**config.mk**
```make
export PLATFORM = sky130hd
export DESIGN_NAME = sprc_top
export DESIGN_NICKNAME = d
export VERILOG_FILES = /design/src/hw/sprc_pkg.sv /design/src/hw/sprc_top.sv
export SDC_FILE = /design/constraint.sdc
export NUM_CORES = 1
export LEC_CHECK = 0
export BUFFER_PORTS_ARGS = -buffer_cell sky130_fd_sc_hd__buf_2
export CAP_MARGIN = 20
export CORE_UTILIZATION = 53
export DETAILED_ROUTE_END_ITERATION = 6
export PLACE_DENSITY = 0.92
export SYNTH_ARGS = -nofsm -noshare
export SYNTH_HDL_FRONTEND = slang
export SYNTH_SLANG_ARGS = --single-unit
```
**constraint.sdc**
```tcl
create_clock -name clk_sys -period 3.9 [get_ports clk_sys]
set_input_delay 0.585 -clock clk_sys [delete_from_list [all_inputs] [get_ports clk_sys]]
set_output_delay 0.585 -clock clk_sys [all_outputs]
set_load 0.01 [all_outputs]
```
**src/hw/sprc_pkg.sv**
```systemverilog
// package for the sleep, power and reset control block
package sprc_pkg;
    // register indices: the byte address on the bus is four times the index
    localparam logic [31:0] SPRC_OFS_SLEEP_CTRL = 32'h0000_0030;
    localparam logic [31:0] SPRC_OFS_CLK_GATE = 32'h0000_0035;
    localparam logic [31:0] SPRC_OFS_PROTECT_KEY = 32'h0000_0038;
    localparam logic [31:0] SPRC_OFS_RESET_STATUS = 32'h0000_003C;
    localparam logic [7:0] SPRC_KEY_SIGNATURE = 8'hD8;
    localparam logic [2:0] SPRC_PROTECT_CYCLES = 3'h4;
    localparam int SPRC_BIT_BOD_OFF = 4;
    localparam int SPRC_BIT_SEL_LO = 1;
    localparam int SPRC_BIT_SLEEP_EN = 0;
    localparam logic [7:0] SPRC_CTRL_RESET = 8'h00;
    localparam logic [7:0] SPRC_CTRL_MASK = 8'h1F;
    localparam logic [7:0] SPRC_GATE_RESET = 8'h00;
    localparam logic [7:0] SPRC_GATE_MASK = 8'h1F;
    localparam int SPRC_GATE_BITS = 5;
    localparam int SPRC_STARTUP_CYCLES = 64;
    localparam logic [2:0] SPRC_SEL_IDLE = 3'h0;
    localparam logic [2:0] SPRC_SEL_ADC_NR = 3'h1;
    localparam logic [2:0] SPRC_SEL_POWER_DOWN = 3'h2;
    localparam logic [2:0] SPRC_SEL_STANDBY = 3'h4;
    localparam logic [1:0] SPRC_RESP_OKAY = 2'h0;
    localparam logic [1:0] SPRC_RESP_SLVERR = 2'h2;

    typedef enum logic [1:0] {SPRC_RUN, SPRC_SLEEP, SPRC_HOLD} sprc_state_t;

    typedef struct packed {
        logic cpu_mem;
        logic io;
        logic osc;
        logic other;
    } sprc_clk_stop_t;

    typedef struct packed {
        logic por_low;
        logic ext_low;
        logic wdt_pulse;
        logic bod_low;
    } sprc_rst_src_t;
endpackage

```
**src/hw/sprc_top.sv**
```systemverilog
// sleep, power and reset control with axi4-lite register slave
// Contract
// - setting brownout sleep-off needs signature then write within four cycles
// - detector off for sleep only when sleep executes with sleep-off set
// - sleep-off bit cleared by hardware on wake
// - writing zero to sleep-off clears it with no signature
// - three-bit sleep select: idle, adc noise, power-down, standby; others reserved
// - sleep instruction sleeps only while sleep-enable bit is one
// - clock gating upper three bits read zero; all bits reset zero
// - gating bits stop two-wire, spi, timer1, timer0, adc clocks
// - gated timer resumes from state held before shutdown
// - comparator cannot use adc input mux while adc gated
// - any reset returns registers to initial values, restarts at reset vector
// - port pins go to initial state asynchronously when any reset source active; here port_reset is registered and rises one clock after the source
// - delay counter holds internal reset after all sources release
// - internal reset combines power-on, pin, watchdog and brownout sources
// - power-on reset reasserts internal reset immediately
// - pin reset ignored during power-on count; release restarts delay count
// - after power-on, reset extended only if pin still low at count end
// - watchdog pulse; delay count starts on its falling edge
// - brownout asserts reset at once; release starts delay count
// - reference on when brownout enabled, bandgap select, or adc enabled
// - per-mode clock stops for idle, adc noise, power-down, standby
// - sleep-off acts only in power-down and standby; resets to zero
// - gated peripheral frozen, its registers not accessible
//
// Design decision made here: the AXI4-Lite register port.
`timescale 1ns/10ps
module sprc_top #(
    parameter int STARTUP_CYCLES = sprc_pkg::SPRC_STARTUP_CYCLES
) (
    input wire logic clk_sys,
    input wire logic rst,
    input wire logic por_low,
    input wire logic ext_reset_n,
    input wire logic wdt_timeout,
    input wire logic bod_low,
    input wire logic bod_fuse_enable,
    input wire logic comparator_bandgap_select,
    input wire logic adc_enable,
    input wire logic sleep_exec,
    input wire logic wake_event,
    input wire logic [31:0] s_axi_awaddr,
    input wire logic s_axi_awvalid,
    output logic s_axi_awready,
    input wire logic [31:0] s_axi_wdata,
    input wire logic [3:0] s_axi_wstrb,
    input wire logic s_axi_wvalid,
    output logic s_axi_wready,
    output logic [1:0] s_axi_bresp,
    output logic s_axi_bvalid,
    input wire logic s_axi_bready,
    input wire logic [31:0] s_axi_araddr,
    input wire logic s_axi_arvalid,
    output logic s_axi_arready,
    output logic [31:0] s_axi_rdata,
    output logic [1:0] s_axi_rresp,
    output logic s_axi_rvalid,
    input wire logic s_axi_rready,
    output logic internal_reset,
    output logic port_reset,
    output logic sleeping,
    output logic [2:0] sleep_mode_out,
    output sprc_pkg::sprc_clk_stop_t clk_stop,
    output logic [4:0] periph_clk_gate,
    output logic comparator_mux_allow,
    output logic brownout_detector_on,
    output logic vref_enable
);
    import sprc_pkg::*;

    typedef struct packed {
        logic aw_held;
        logic [31:0] aw_addr;
        logic w_held;
        logic [7:0] w_data;
        logic w_lane0;
        logic bvalid;
        logic [1:0] bresp;
        logic rvalid;
        logic [31:0] rdata;
        logic [1:0] rresp;
        logic brownout_sleep_off;
        logic [2:0] sleep_select;
        logic sleep_enable_bit;
        logic [4:0] gate;
        logic [2:0] protect_cnt;
        sprc_state_t state;
        logic bod_cut;
        logic [31:0] delay_cnt;
        logic por_phase;
        logic bod_on;
        sprc_clk_stop_t stop;
        logic ireset;
        logic preset;
        logic vref;
        logic cmp_allow;
        logic [3:0] rst_cause;
    } sprc_regs_t;

    sprc_regs_t s_q;
    sprc_regs_t s_d;
    logic src_active;
    logic wr_fire;
    logic rd_fire;
    logic protect_open;
    logic [2:0] sel;
    logic [7:0] wbyte;
    logic bod_enabled;
    logic [31:0] wr_idx;
    logic [31:0] rd_idx;

    // brownout counts only when fused on and not cut for sleep
    assign bod_enabled = bod_fuse_enable && !s_q.bod_cut;
    // power-on hides the pin during its own count, so the pin term waits for por_phase to end
    assign src_active = por_low || (!ext_reset_n && !s_q.por_phase) || wdt_timeout
        || (bod_low && bod_enabled);
    assign protect_open = s_q.protect_cnt != 3'h0;
    assign wr_fire = s_q.aw_held && s_q.w_held && !s_q.bvalid;
    assign rd_fire = s_axi_arvalid && !s_q.rvalid;
    assign wbyte = s_q.w_data;
    assign sel = s_q.sleep_select;
    // registers sit on word boundaries, so the low two address bits are dropped
    assign wr_idx = {2'b00, s_q.aw_addr[31:2]};
    assign rd_idx = {2'b00, s_axi_araddr[31:2]};

    always_comb begin
        s_d = s_q;
        // write channels, taken in either order
        if (s_axi_awvalid && !s_q.aw_held) begin
            s_d.aw_held = 1'b1;
            s_d.aw_addr = s_axi_awaddr;
        end
        if (s_axi_wvalid && !s_q.w_held) begin
            s_d.w_held = 1'b1;
            s_d.w_data = s_axi_wdata[7:0];
            s_d.w_lane0 = s_axi_wstrb[0];
        end
        if (s_q.bvalid && s_axi_bready) begin
            s_d.bvalid = 1'b0;
        end
        if (s_q.protect_cnt != 3'h0) begin
            s_d.protect_cnt = s_q.protect_cnt - 3'h1;
        end
        if (wr_fire) begin
            s_d.aw_held = 1'b0;
            s_d.w_held = 1'b0;
            s_d.bvalid = 1'b1;
            s_d.bresp = SPRC_RESP_OKAY;
            if (!s_q.w_lane0) begin
                s_d.bresp = SPRC_RESP_OKAY;
            end else if (wr_idx == SPRC_OFS_SLEEP_CTRL) begin
                s_d.sleep_select = wbyte[SPRC_BIT_SEL_LO +: 3];
                s_d.sleep_enable_bit = wbyte[SPRC_BIT_SLEEP_EN];
                if (!wbyte[SPRC_BIT_BOD_OFF]) begin
                    s_d.brownout_sleep_off = 1'b0;
                end else if (protect_open) begin
                    s_d.brownout_sleep_off = 1'b1;
                end
            end else if (wr_idx == SPRC_OFS_CLK_GATE) begin
                s_d.gate = wbyte[SPRC_GATE_BITS-1:0];
            end else if (wr_idx == SPRC_OFS_PROTECT_KEY) begin
                if (wbyte == SPRC_KEY_SIGNATURE) begin
                    s_d.protect_cnt = SPRC_PROTECT_CYCLES;
                end
            end else if (wr_idx != SPRC_OFS_RESET_STATUS) begin
                s_d.bresp = SPRC_RESP_SLVERR;
            end
        end
        // read channel
        if (s_q.rvalid && s_axi_rready) begin
            s_d.rvalid = 1'b0;
        end
        if (rd_fire) begin
            s_d.rvalid = 1'b1;
            s_d.rresp = SPRC_RESP_OKAY;
            s_d.rdata = 32'h0000_0000;
            if (rd_idx == SPRC_OFS_SLEEP_CTRL) begin
                s_d.rdata[7:0] = {3'h0, s_q.brownout_sleep_off, s_q.sleep_select, s_q.sleep_enable_bit};
            end else if (rd_idx == SPRC_OFS_CLK_GATE) begin
                s_d.rdata[7:0] = {3'h0, s_q.gate};
            end else if (rd_idx == SPRC_OFS_PROTECT_KEY) begin
                s_d.rdata[7:0] = {5'h00, s_q.protect_cnt};
            end else if (rd_idx == SPRC_OFS_RESET_STATUS) begin
                s_d.rdata[7:0] = {3'h0, s_q.state == SPRC_SLEEP, s_q.rst_cause};
            end else begin
                s_d.rresp = SPRC_RESP_SLVERR;
            end
        end
        // sleep sequencing
        unique case (s_q.state)
            SPRC_RUN: begin
                if (sleep_exec && s_q.sleep_enable_bit) begin
                    s_d.state = SPRC_SLEEP;
                    s_d.bod_cut = s_q.brownout_sleep_off
                        && (sel == SPRC_SEL_POWER_DOWN || sel == SPRC_SEL_STANDBY);
                    s_d.stop.cpu_mem = 1'b1;
                    s_d.stop.io = sel != SPRC_SEL_IDLE;
                    s_d.stop.other = sel == SPRC_SEL_POWER_DOWN || sel == SPRC_SEL_STANDBY;
                    s_d.stop.osc = sel == SPRC_SEL_POWER_DOWN;
                end
            end
            SPRC_SLEEP: begin
                if (wake_event) begin
                    s_d.state = SPRC_RUN;
                    s_d.bod_cut = 1'b0;
                    s_d.stop = '0;
                    s_d.brownout_sleep_off = 1'b0;
                end
            end
            SPRC_HOLD: begin
                s_d.state = SPRC_HOLD;
            end
        endcase
        // reset combining and stretch
        if (src_active) begin
            s_d.preset = 1'b1;
            s_d.ireset = 1'b1;
            s_d.delay_cnt = 32'h0000_0000;
            // only sources that actually count are recorded
            s_d.rst_cause = s_q.rst_cause
                | {por_low, !ext_reset_n && !s_q.por_phase, wdt_timeout, bod_low && bod_enabled};
            if (por_low) begin
                s_d.por_phase = 1'b1;
            end
        end else if (s_q.ireset) begin
            // count restarts whenever a source is seen, so a watchdog pulse times from its fall
            if (s_q.delay_cnt >= 32'(STARTUP_CYCLES - 1)) begin
                s_d.por_phase = 1'b0;
                if (!(s_q.por_phase && !ext_reset_n)) begin
                    s_d.ireset = 1'b0;
                end
            end else begin
                s_d.delay_cnt = s_q.delay_cnt + 32'h1;
            end
        end
        if (!src_active) begin
            s_d.preset = 1'b0;
        end
        if (s_q.ireset) begin
            // registers held at initial value while reset stands
            s_d.brownout_sleep_off = 1'b0;
            s_d.sleep_select = 3'h0;
            s_d.sleep_enable_bit = 1'b0;
            s_d.gate = SPRC_GATE_RESET[4:0];
            s_d.protect_cnt = 3'h0;
            s_d.state = SPRC_RUN;
            s_d.stop = '0;
            s_d.bod_cut = 1'b0;
        end
        s_d.vref = bod_fuse_enable || comparator_bandgap_select || adc_enable;
        s_d.bod_on = bod_fuse_enable && !s_d.bod_cut;
        s_d.cmp_allow = !s_d.gate[0];
    end

    always_ff @(posedge clk_sys) begin
        if (rst) begin
            s_q <= '0;
            s_q.ireset <= 1'b1;
            s_q.preset <= 1'b1;
            s_q.por_phase <= 1'b1;
            s_q.state <= SPRC_RUN;
        end else begin
            s_q <= s_d;
        end
    end

    // single-bit gating leaves peripheral state untouched, which is what makes resume exact
    assign periph_clk_gate = s_q.gate;
    assign s_axi_awready = !s_q.aw_held;
    assign s_axi_wready = !s_q.w_held;
    assign s_axi_bvalid = s_q.bvalid;
    assign s_axi_bresp = s_q.bresp;
    assign s_axi_arready = !s_q.rvalid;
    assign s_axi_rvalid = s_q.rvalid;
    assign s_axi_rdata = s_q.rdata;
    assign s_axi_rresp = s_q.rresp;
    assign internal_reset = s_q.ireset;
    assign port_reset = s_q.preset;
    assign sleeping = s_q.state == SPRC_SLEEP;
    assign sleep_mode_out = s_q.sleep_select;
    assign clk_stop = s_q.stop;
    assign comparator_mux_allow = s_q.cmp_allow;
    assign brownout_detector_on = s_q.bod_on;
    assign vref_enable = s_q.vref;

    int unsigned hold_cnt;
    always_ff @(posedge clk_sys) begin
        if (rst || src_active || !s_q.ireset) begin
            hold_cnt <= 0;
        end else begin
            hold_cnt <= hold_cnt + 1;
        end
    end
endmodule

```
-- Yosys cells after proc, flatten, opt, wreduce, memory -nomap -nowiden
Cells that the tools add are included.
- register bits after elaboration: 119
- bits in latches: 0
- memory bits (writable): 0
- bits in read-only memories: 0
- bits of input ports: 116
- output and inout port bits: 59
- logic and storage cells: 144
- memories kept: 0
- $add $sub $neg: 2
- multiply operators: 0
- div/mod/pow operators: 0
- magnitude comparators: 1
- eq/ne operators: 16
- shift-type cells: 0
- multiplexer cells: 46
- bitwise logic cells: 3
- reduce and logical (&&, ||, !) cells: 46
- operators by type and width (cell ; number):
    $eq A30 B6 Y1 const B ; 7
    $mux W35 ; 1
    $add A32 B1 Y32 const B ; 1
    $ge A32 B6 Y1 const B ; 1
    $ne A30 B6 Y1 const B ; 1
    $mux W13 ; 2
    $mux W5 ; 5
    $mux W3 ; 7
    $mux W2 ; 9
    $mux W8 ; 2
    $logic_and A1 B1 Y1 ; 14
    $mux W1 ; 14
    $reduce_bool A2 Y1 ; 5
    $logic_not A1 Y1 ; 9
    $reduce_and A3 Y1 ; 3
    $eq A8 B8 Y1 const B ; 1
    $mux W4 ; 2
    $pmux W4 S2 ; 1
    $mux W7 ; 1
    $logic_or A1 B1 Y1 ; 6
    $ne A2 B2 Y1 const B ; 3
    $pmux W2 S3 ; 1
    $reduce_bool A3 Y1 ; 2
    $reduce_or A2 Y1 ; 3
    other kinds (11) ; 13

-- Depth between registers and ports, before layout
- depth after elaboration: 11
- mapped depth: 7

-- Least setup slack after synthesis
OpenSTA, ideal clock, no wires.
- path type: register to register
- start point: register s_q[113] in the netlist's numbering
- end point: register s_q[57] in the netlist's numbering
- setup time: 118 ps
- arrival time: 1974 ps
- path slack: 1808 ps
- cell stages (with the launch flop): 8
- clock period less this slack: 2092 ps
- cells stage by stage: dfxtp_1 nor4b_2 nand4_1 or4_4 buf_6 or4_4 buf_6 mux2i_1
- longest elaborated chain between the ends: 2
- RTL lines (item ; line ; text):
    start: declaration ; sprc_top.sv:101 ; sprc_regs_t s_q;
    $eq A30 B6 Y1 ; sprc_top.sv:152 ; end else if (wr_idx == SPRC_OFS_SLEEP_CTRL) begin
    $reduce_and A3 Y1 (no source line) ; n/a ;
No other way between the ends.
A chain may end at the register's enable or synchronous reset.

-- Worst setup path after layout
- start point: register s_q[133] in the netlist's numbering
- end point: register s_q, in the netlist periph_clk_gate[1]
- longest elaborated chain between the ends: 3
- RTL lines (item ; line):
    $eq A30 B6 Y1 ; sprc_top.sv:152
    $not A1 Y1 (no source line) ; n/a
    $reduce_and A4 Y1 (no source line) (*) ; n/a
Every way passes the cells marked *; elsewhere a longest branch is shown, timed or not.

==> impl_metrics.env <==
export IMPL_outcome="completed"
export IMPL_grt_overflow=0
export IMPL_clk_path_buf_depth=2
export IMPL_crit_end="periph_clk_gate[1]"
export IMPL_drive_gt1_share_pct=22.3
export IMPL_dp_cells=735
export IMPL_ys_ff_latch=112
export IMPL_post_drt_wl_per_cell_microns=13.7
export IMPL_viasPerCell=5.32
export IMPL_clk_latency_ps=370
export IMPL_area_growth_synth_to_final_pct=11.7
export IMPL_grt_pass1_wl_microns=17000
export IMPL_htree_levels=3
export IMPL_num_vias=3992
export IMPL_start_util_pct=54.7
export IMPL_final_nets=760
export IMPL_pin_count=175
export IMPL_yosys_area_top_type_share_pct=47.2
export IMPL_route_detailed_drc=0
export IMPL_worst_pin_slew_ps=952
export IMPL_syn_area_sq_mm=0.00475
export IMPL_grt_total_usage_pct=22.3
export IMPL_p_per_area_mw_per_mm2=388
export IMPL_core_area_sq_mm=0.00868
export IMPL_setup_tns_ps=0
export IMPL_rows=34
export IMPL_cts_setup_buffers=0
export IMPL_io_buffer_count=114
export IMPL_drt_antenna_violating_nets=0
export IMPL_worst_r2r_setup_slack_ps=1700
export IMPL_yosysWarnings=0
export IMPL_die_h_microns=96.6
export IMPL_die_w_microns=96.6
export IMPL_finalMaxSlewViolations=0
export IMPL_crit_type="flop to flop"
export IMPL_grt_max_degree=55
export IMPL_routed_wl_microns=10300
export IMPL_dr_pass1_iters=4
export IMPL_period_share_pct=56.5
export IMPL_nFillCells=743
export IMPL_antenna_found_initial=0
export IMPL_fin_crit_ps=2200
export IMPL_synth_cell_types=49
export IMPL_drt_iter0_drc=135
export IMPL_hold_viol=0
export IMPL_clock_root_buffer="clkbuf_8"
export IMPL_fmax_ghz=0.454
export IMPL_num_antenna_cells=0
export IMPL_place_congestion=0.826
export IMPL_cp_required_ps=4200
export IMPL_ir_drop_v=0.000216
export IMPL_worst_r2r_path_depth=5
export IMPL_yosysSeqAreaShare_pct=47.2
export IMPL_r2r_end="periph_clk_gate[1]"
export IMPL_syn_inst=557
export IMPL_ctsResizeCount=0
export IMPL_cts_inserted_buffers=9
export IMPL_dieArea_sq_mm=0.00934
export IMPL_synth_area_per_cell_sq_um=8.52
export IMPL_hold_depth=2
export IMPL_clkSinkCount=112
export IMPL_hold_buffers=0
export IMPL_cts_tree="built"
export IMPL_stdcell_count=750
export IMPL_crit_path_end_kind="flop"
export IMPL_clk_pin_slew_ps=100
export IMPL_regArea_sq_mm=0.00224
export IMPL_skew_ps=12.0
export IMPL_grt_setup_unrepaired="no"
export IMPL_maxCapViolCount=0
export IMPL_finalSetupViolations=0
export IMPL_worstPathArrival_ps=2500
export IMPL_path_max_fanout=6
export IMPL_grt_pass1_vias=3858
export IMPL_critPathLaunch="s_q[133]"
export IMPL_place_hpwl_microns=7920
export IMPL_timing_slew_headroom_pct=36.5
export IMPL_synth_area_leaders="dfxtp_1 (47%), nand2_1 (8.9%), buf_4 (7.6%)"
export IMPL_yosys_area_top_type="dfxtp_1"
export IMPL_worstReg2RegStart="s_q[133]"
export IMPL_multi_input_area_sq_mm=0.00210
export IMPL_min_path_type="input port to flop"
export IMPL_startpoint_type="flop"
export IMPL_p_leak_nw=2.28
## worst min-delay path by stage
stage	startpoint	end	slack, ps
floorplan	s_axi_rdata[0]	s_axi_rdata[0]	430
global placement	s_q[116]	s_q[116]	440
detailed placement	s_q[23]	s_q[23]	440
CTS	s_axi_rready	s_axi_rvalid	380
global route	s_axi_rready	s_axi_rvalid	380
finish	s_axi_rready	s_axi_rvalid	390
## logic make-up after synthesis
family | share of synthesized area, %
buffers and inverters | 10.8
DFF | 47.2
muxes | 3.43
and+or+nand+nor | 25.8
other | 0.0790
AOI/OAI and AO/OA | 10.3
xor gates and xnor gates | 0.738
adders and majority gates | 1.58
## routing by layer
layer | vias up | track usage (%) | wire [microns]
met3 | 20 | 5.27 | 654
met2 | 174 | 40.6 | 5240
met5 | - | 0 | 0
met1 | 1843 | 24.9 | 4120
li1 | 1955 | - | -
met4 | 0 | 8.38 | 284
## area by class of cell
class	instances	area share, %
Tap cell	108	2.55
Clock buffer	10	2.60
Sequential cell	112	42.3
Timing Repair Buffer	116	11.0
Inverter	11	0.779
Clock inverter	5	1.09
Multi-Input combinational cell	388	39.7
## state kept, by name, summed over array words and instances, names as in the netlist, 3 cells and up
register	flops
clk_stop	4
periph_clk_gate	5
s_axi_rdata	5
s_q	78
sleep_mode_out	3
wbyte	8
## layout by cell type (no fill, tap or decap), drive strengths merged, types with 3 or more instances in the layout
cell type / instances
a21oi: 53
a31oi: 4
and2: 28
and3: 3
and4: 3
buf: 116
clkbuf: 10
clkinvlp: 3
conb: 29
dfxtp: 112
ha: 6
inv: 11
mux2i: 14
nand2: 113
nand3: 7
nand4: 5
nor2: 38
nor2b: 9
nor3: 5
nor4: 19
o21ai: 10
or3: 3
or4: 3
xnor2: 3
## critical path, cell delays in order (launching register included)
cell and delay, ps:
dfxtp_1 340, nor4_2 320, nand4_1 170, or4_4 590, nor2_1 460, mux2i_1 260
## per-stage QoR
| step | hold WS [ps] | worst slack [ps] | area [sq um] | total power [mW] | util, % |
|---|---|---|---|---|---|
| floorplan | 426 | 1810 | 4850 | 1.35 | - |
| detailed placement | 444 | 1490 | 5110 | 1.40 | 58.8 |
| global placement | 437 | 1520 | 5110 | 1.39 | 58.8 |
| global route | 379 | 1550 | 5300 | 2.13 | 61.1 |
| CTS | 382 | 1670 | 5300 | 2.06 | 61.1 |
| finish | 388 | 1700 | 5300 | 2.05 | 61.1 |
## synthesized netlist by cell type, drive strengths merged
cell	count
nor2b	9
o31a	1
clkbuf	23
nand3	7
dfxtp	112
and4	3
or4	3
a211oi	2
or3	3
a2bb2oi	2
o32a	1
mux2	2
a31oi	4
o31ai	2
inv	11
or2	2
nand2b	1
nor4	19
a32oi	2
and3	3
buf	51
o211ai	1
xnor2	3
nand2	113
nand3b	1
and4b	1
and2	28
nand4b	2
a31o	1
a21oi	53
and3b	2
o211a	2
mux2i	14
nor3	5
nor3b	1
o21a	2
nand4	5
conb	1
a22oi	2
nor4b	2
ha	6
o21ai	10
xor2	1
nor2	38
## power breakdown
part | internal (mW) | leakage, nW | switching [mW]
sequential | 1.18 | 0.911 | 0.0244
clock | 0.310 | 0.0904 | 0.370
combinational | 0.0723 | 1.28 | 0.102
total | 1.56 | 2.28 | 0.497
Power figures use the tool's default switching activity.
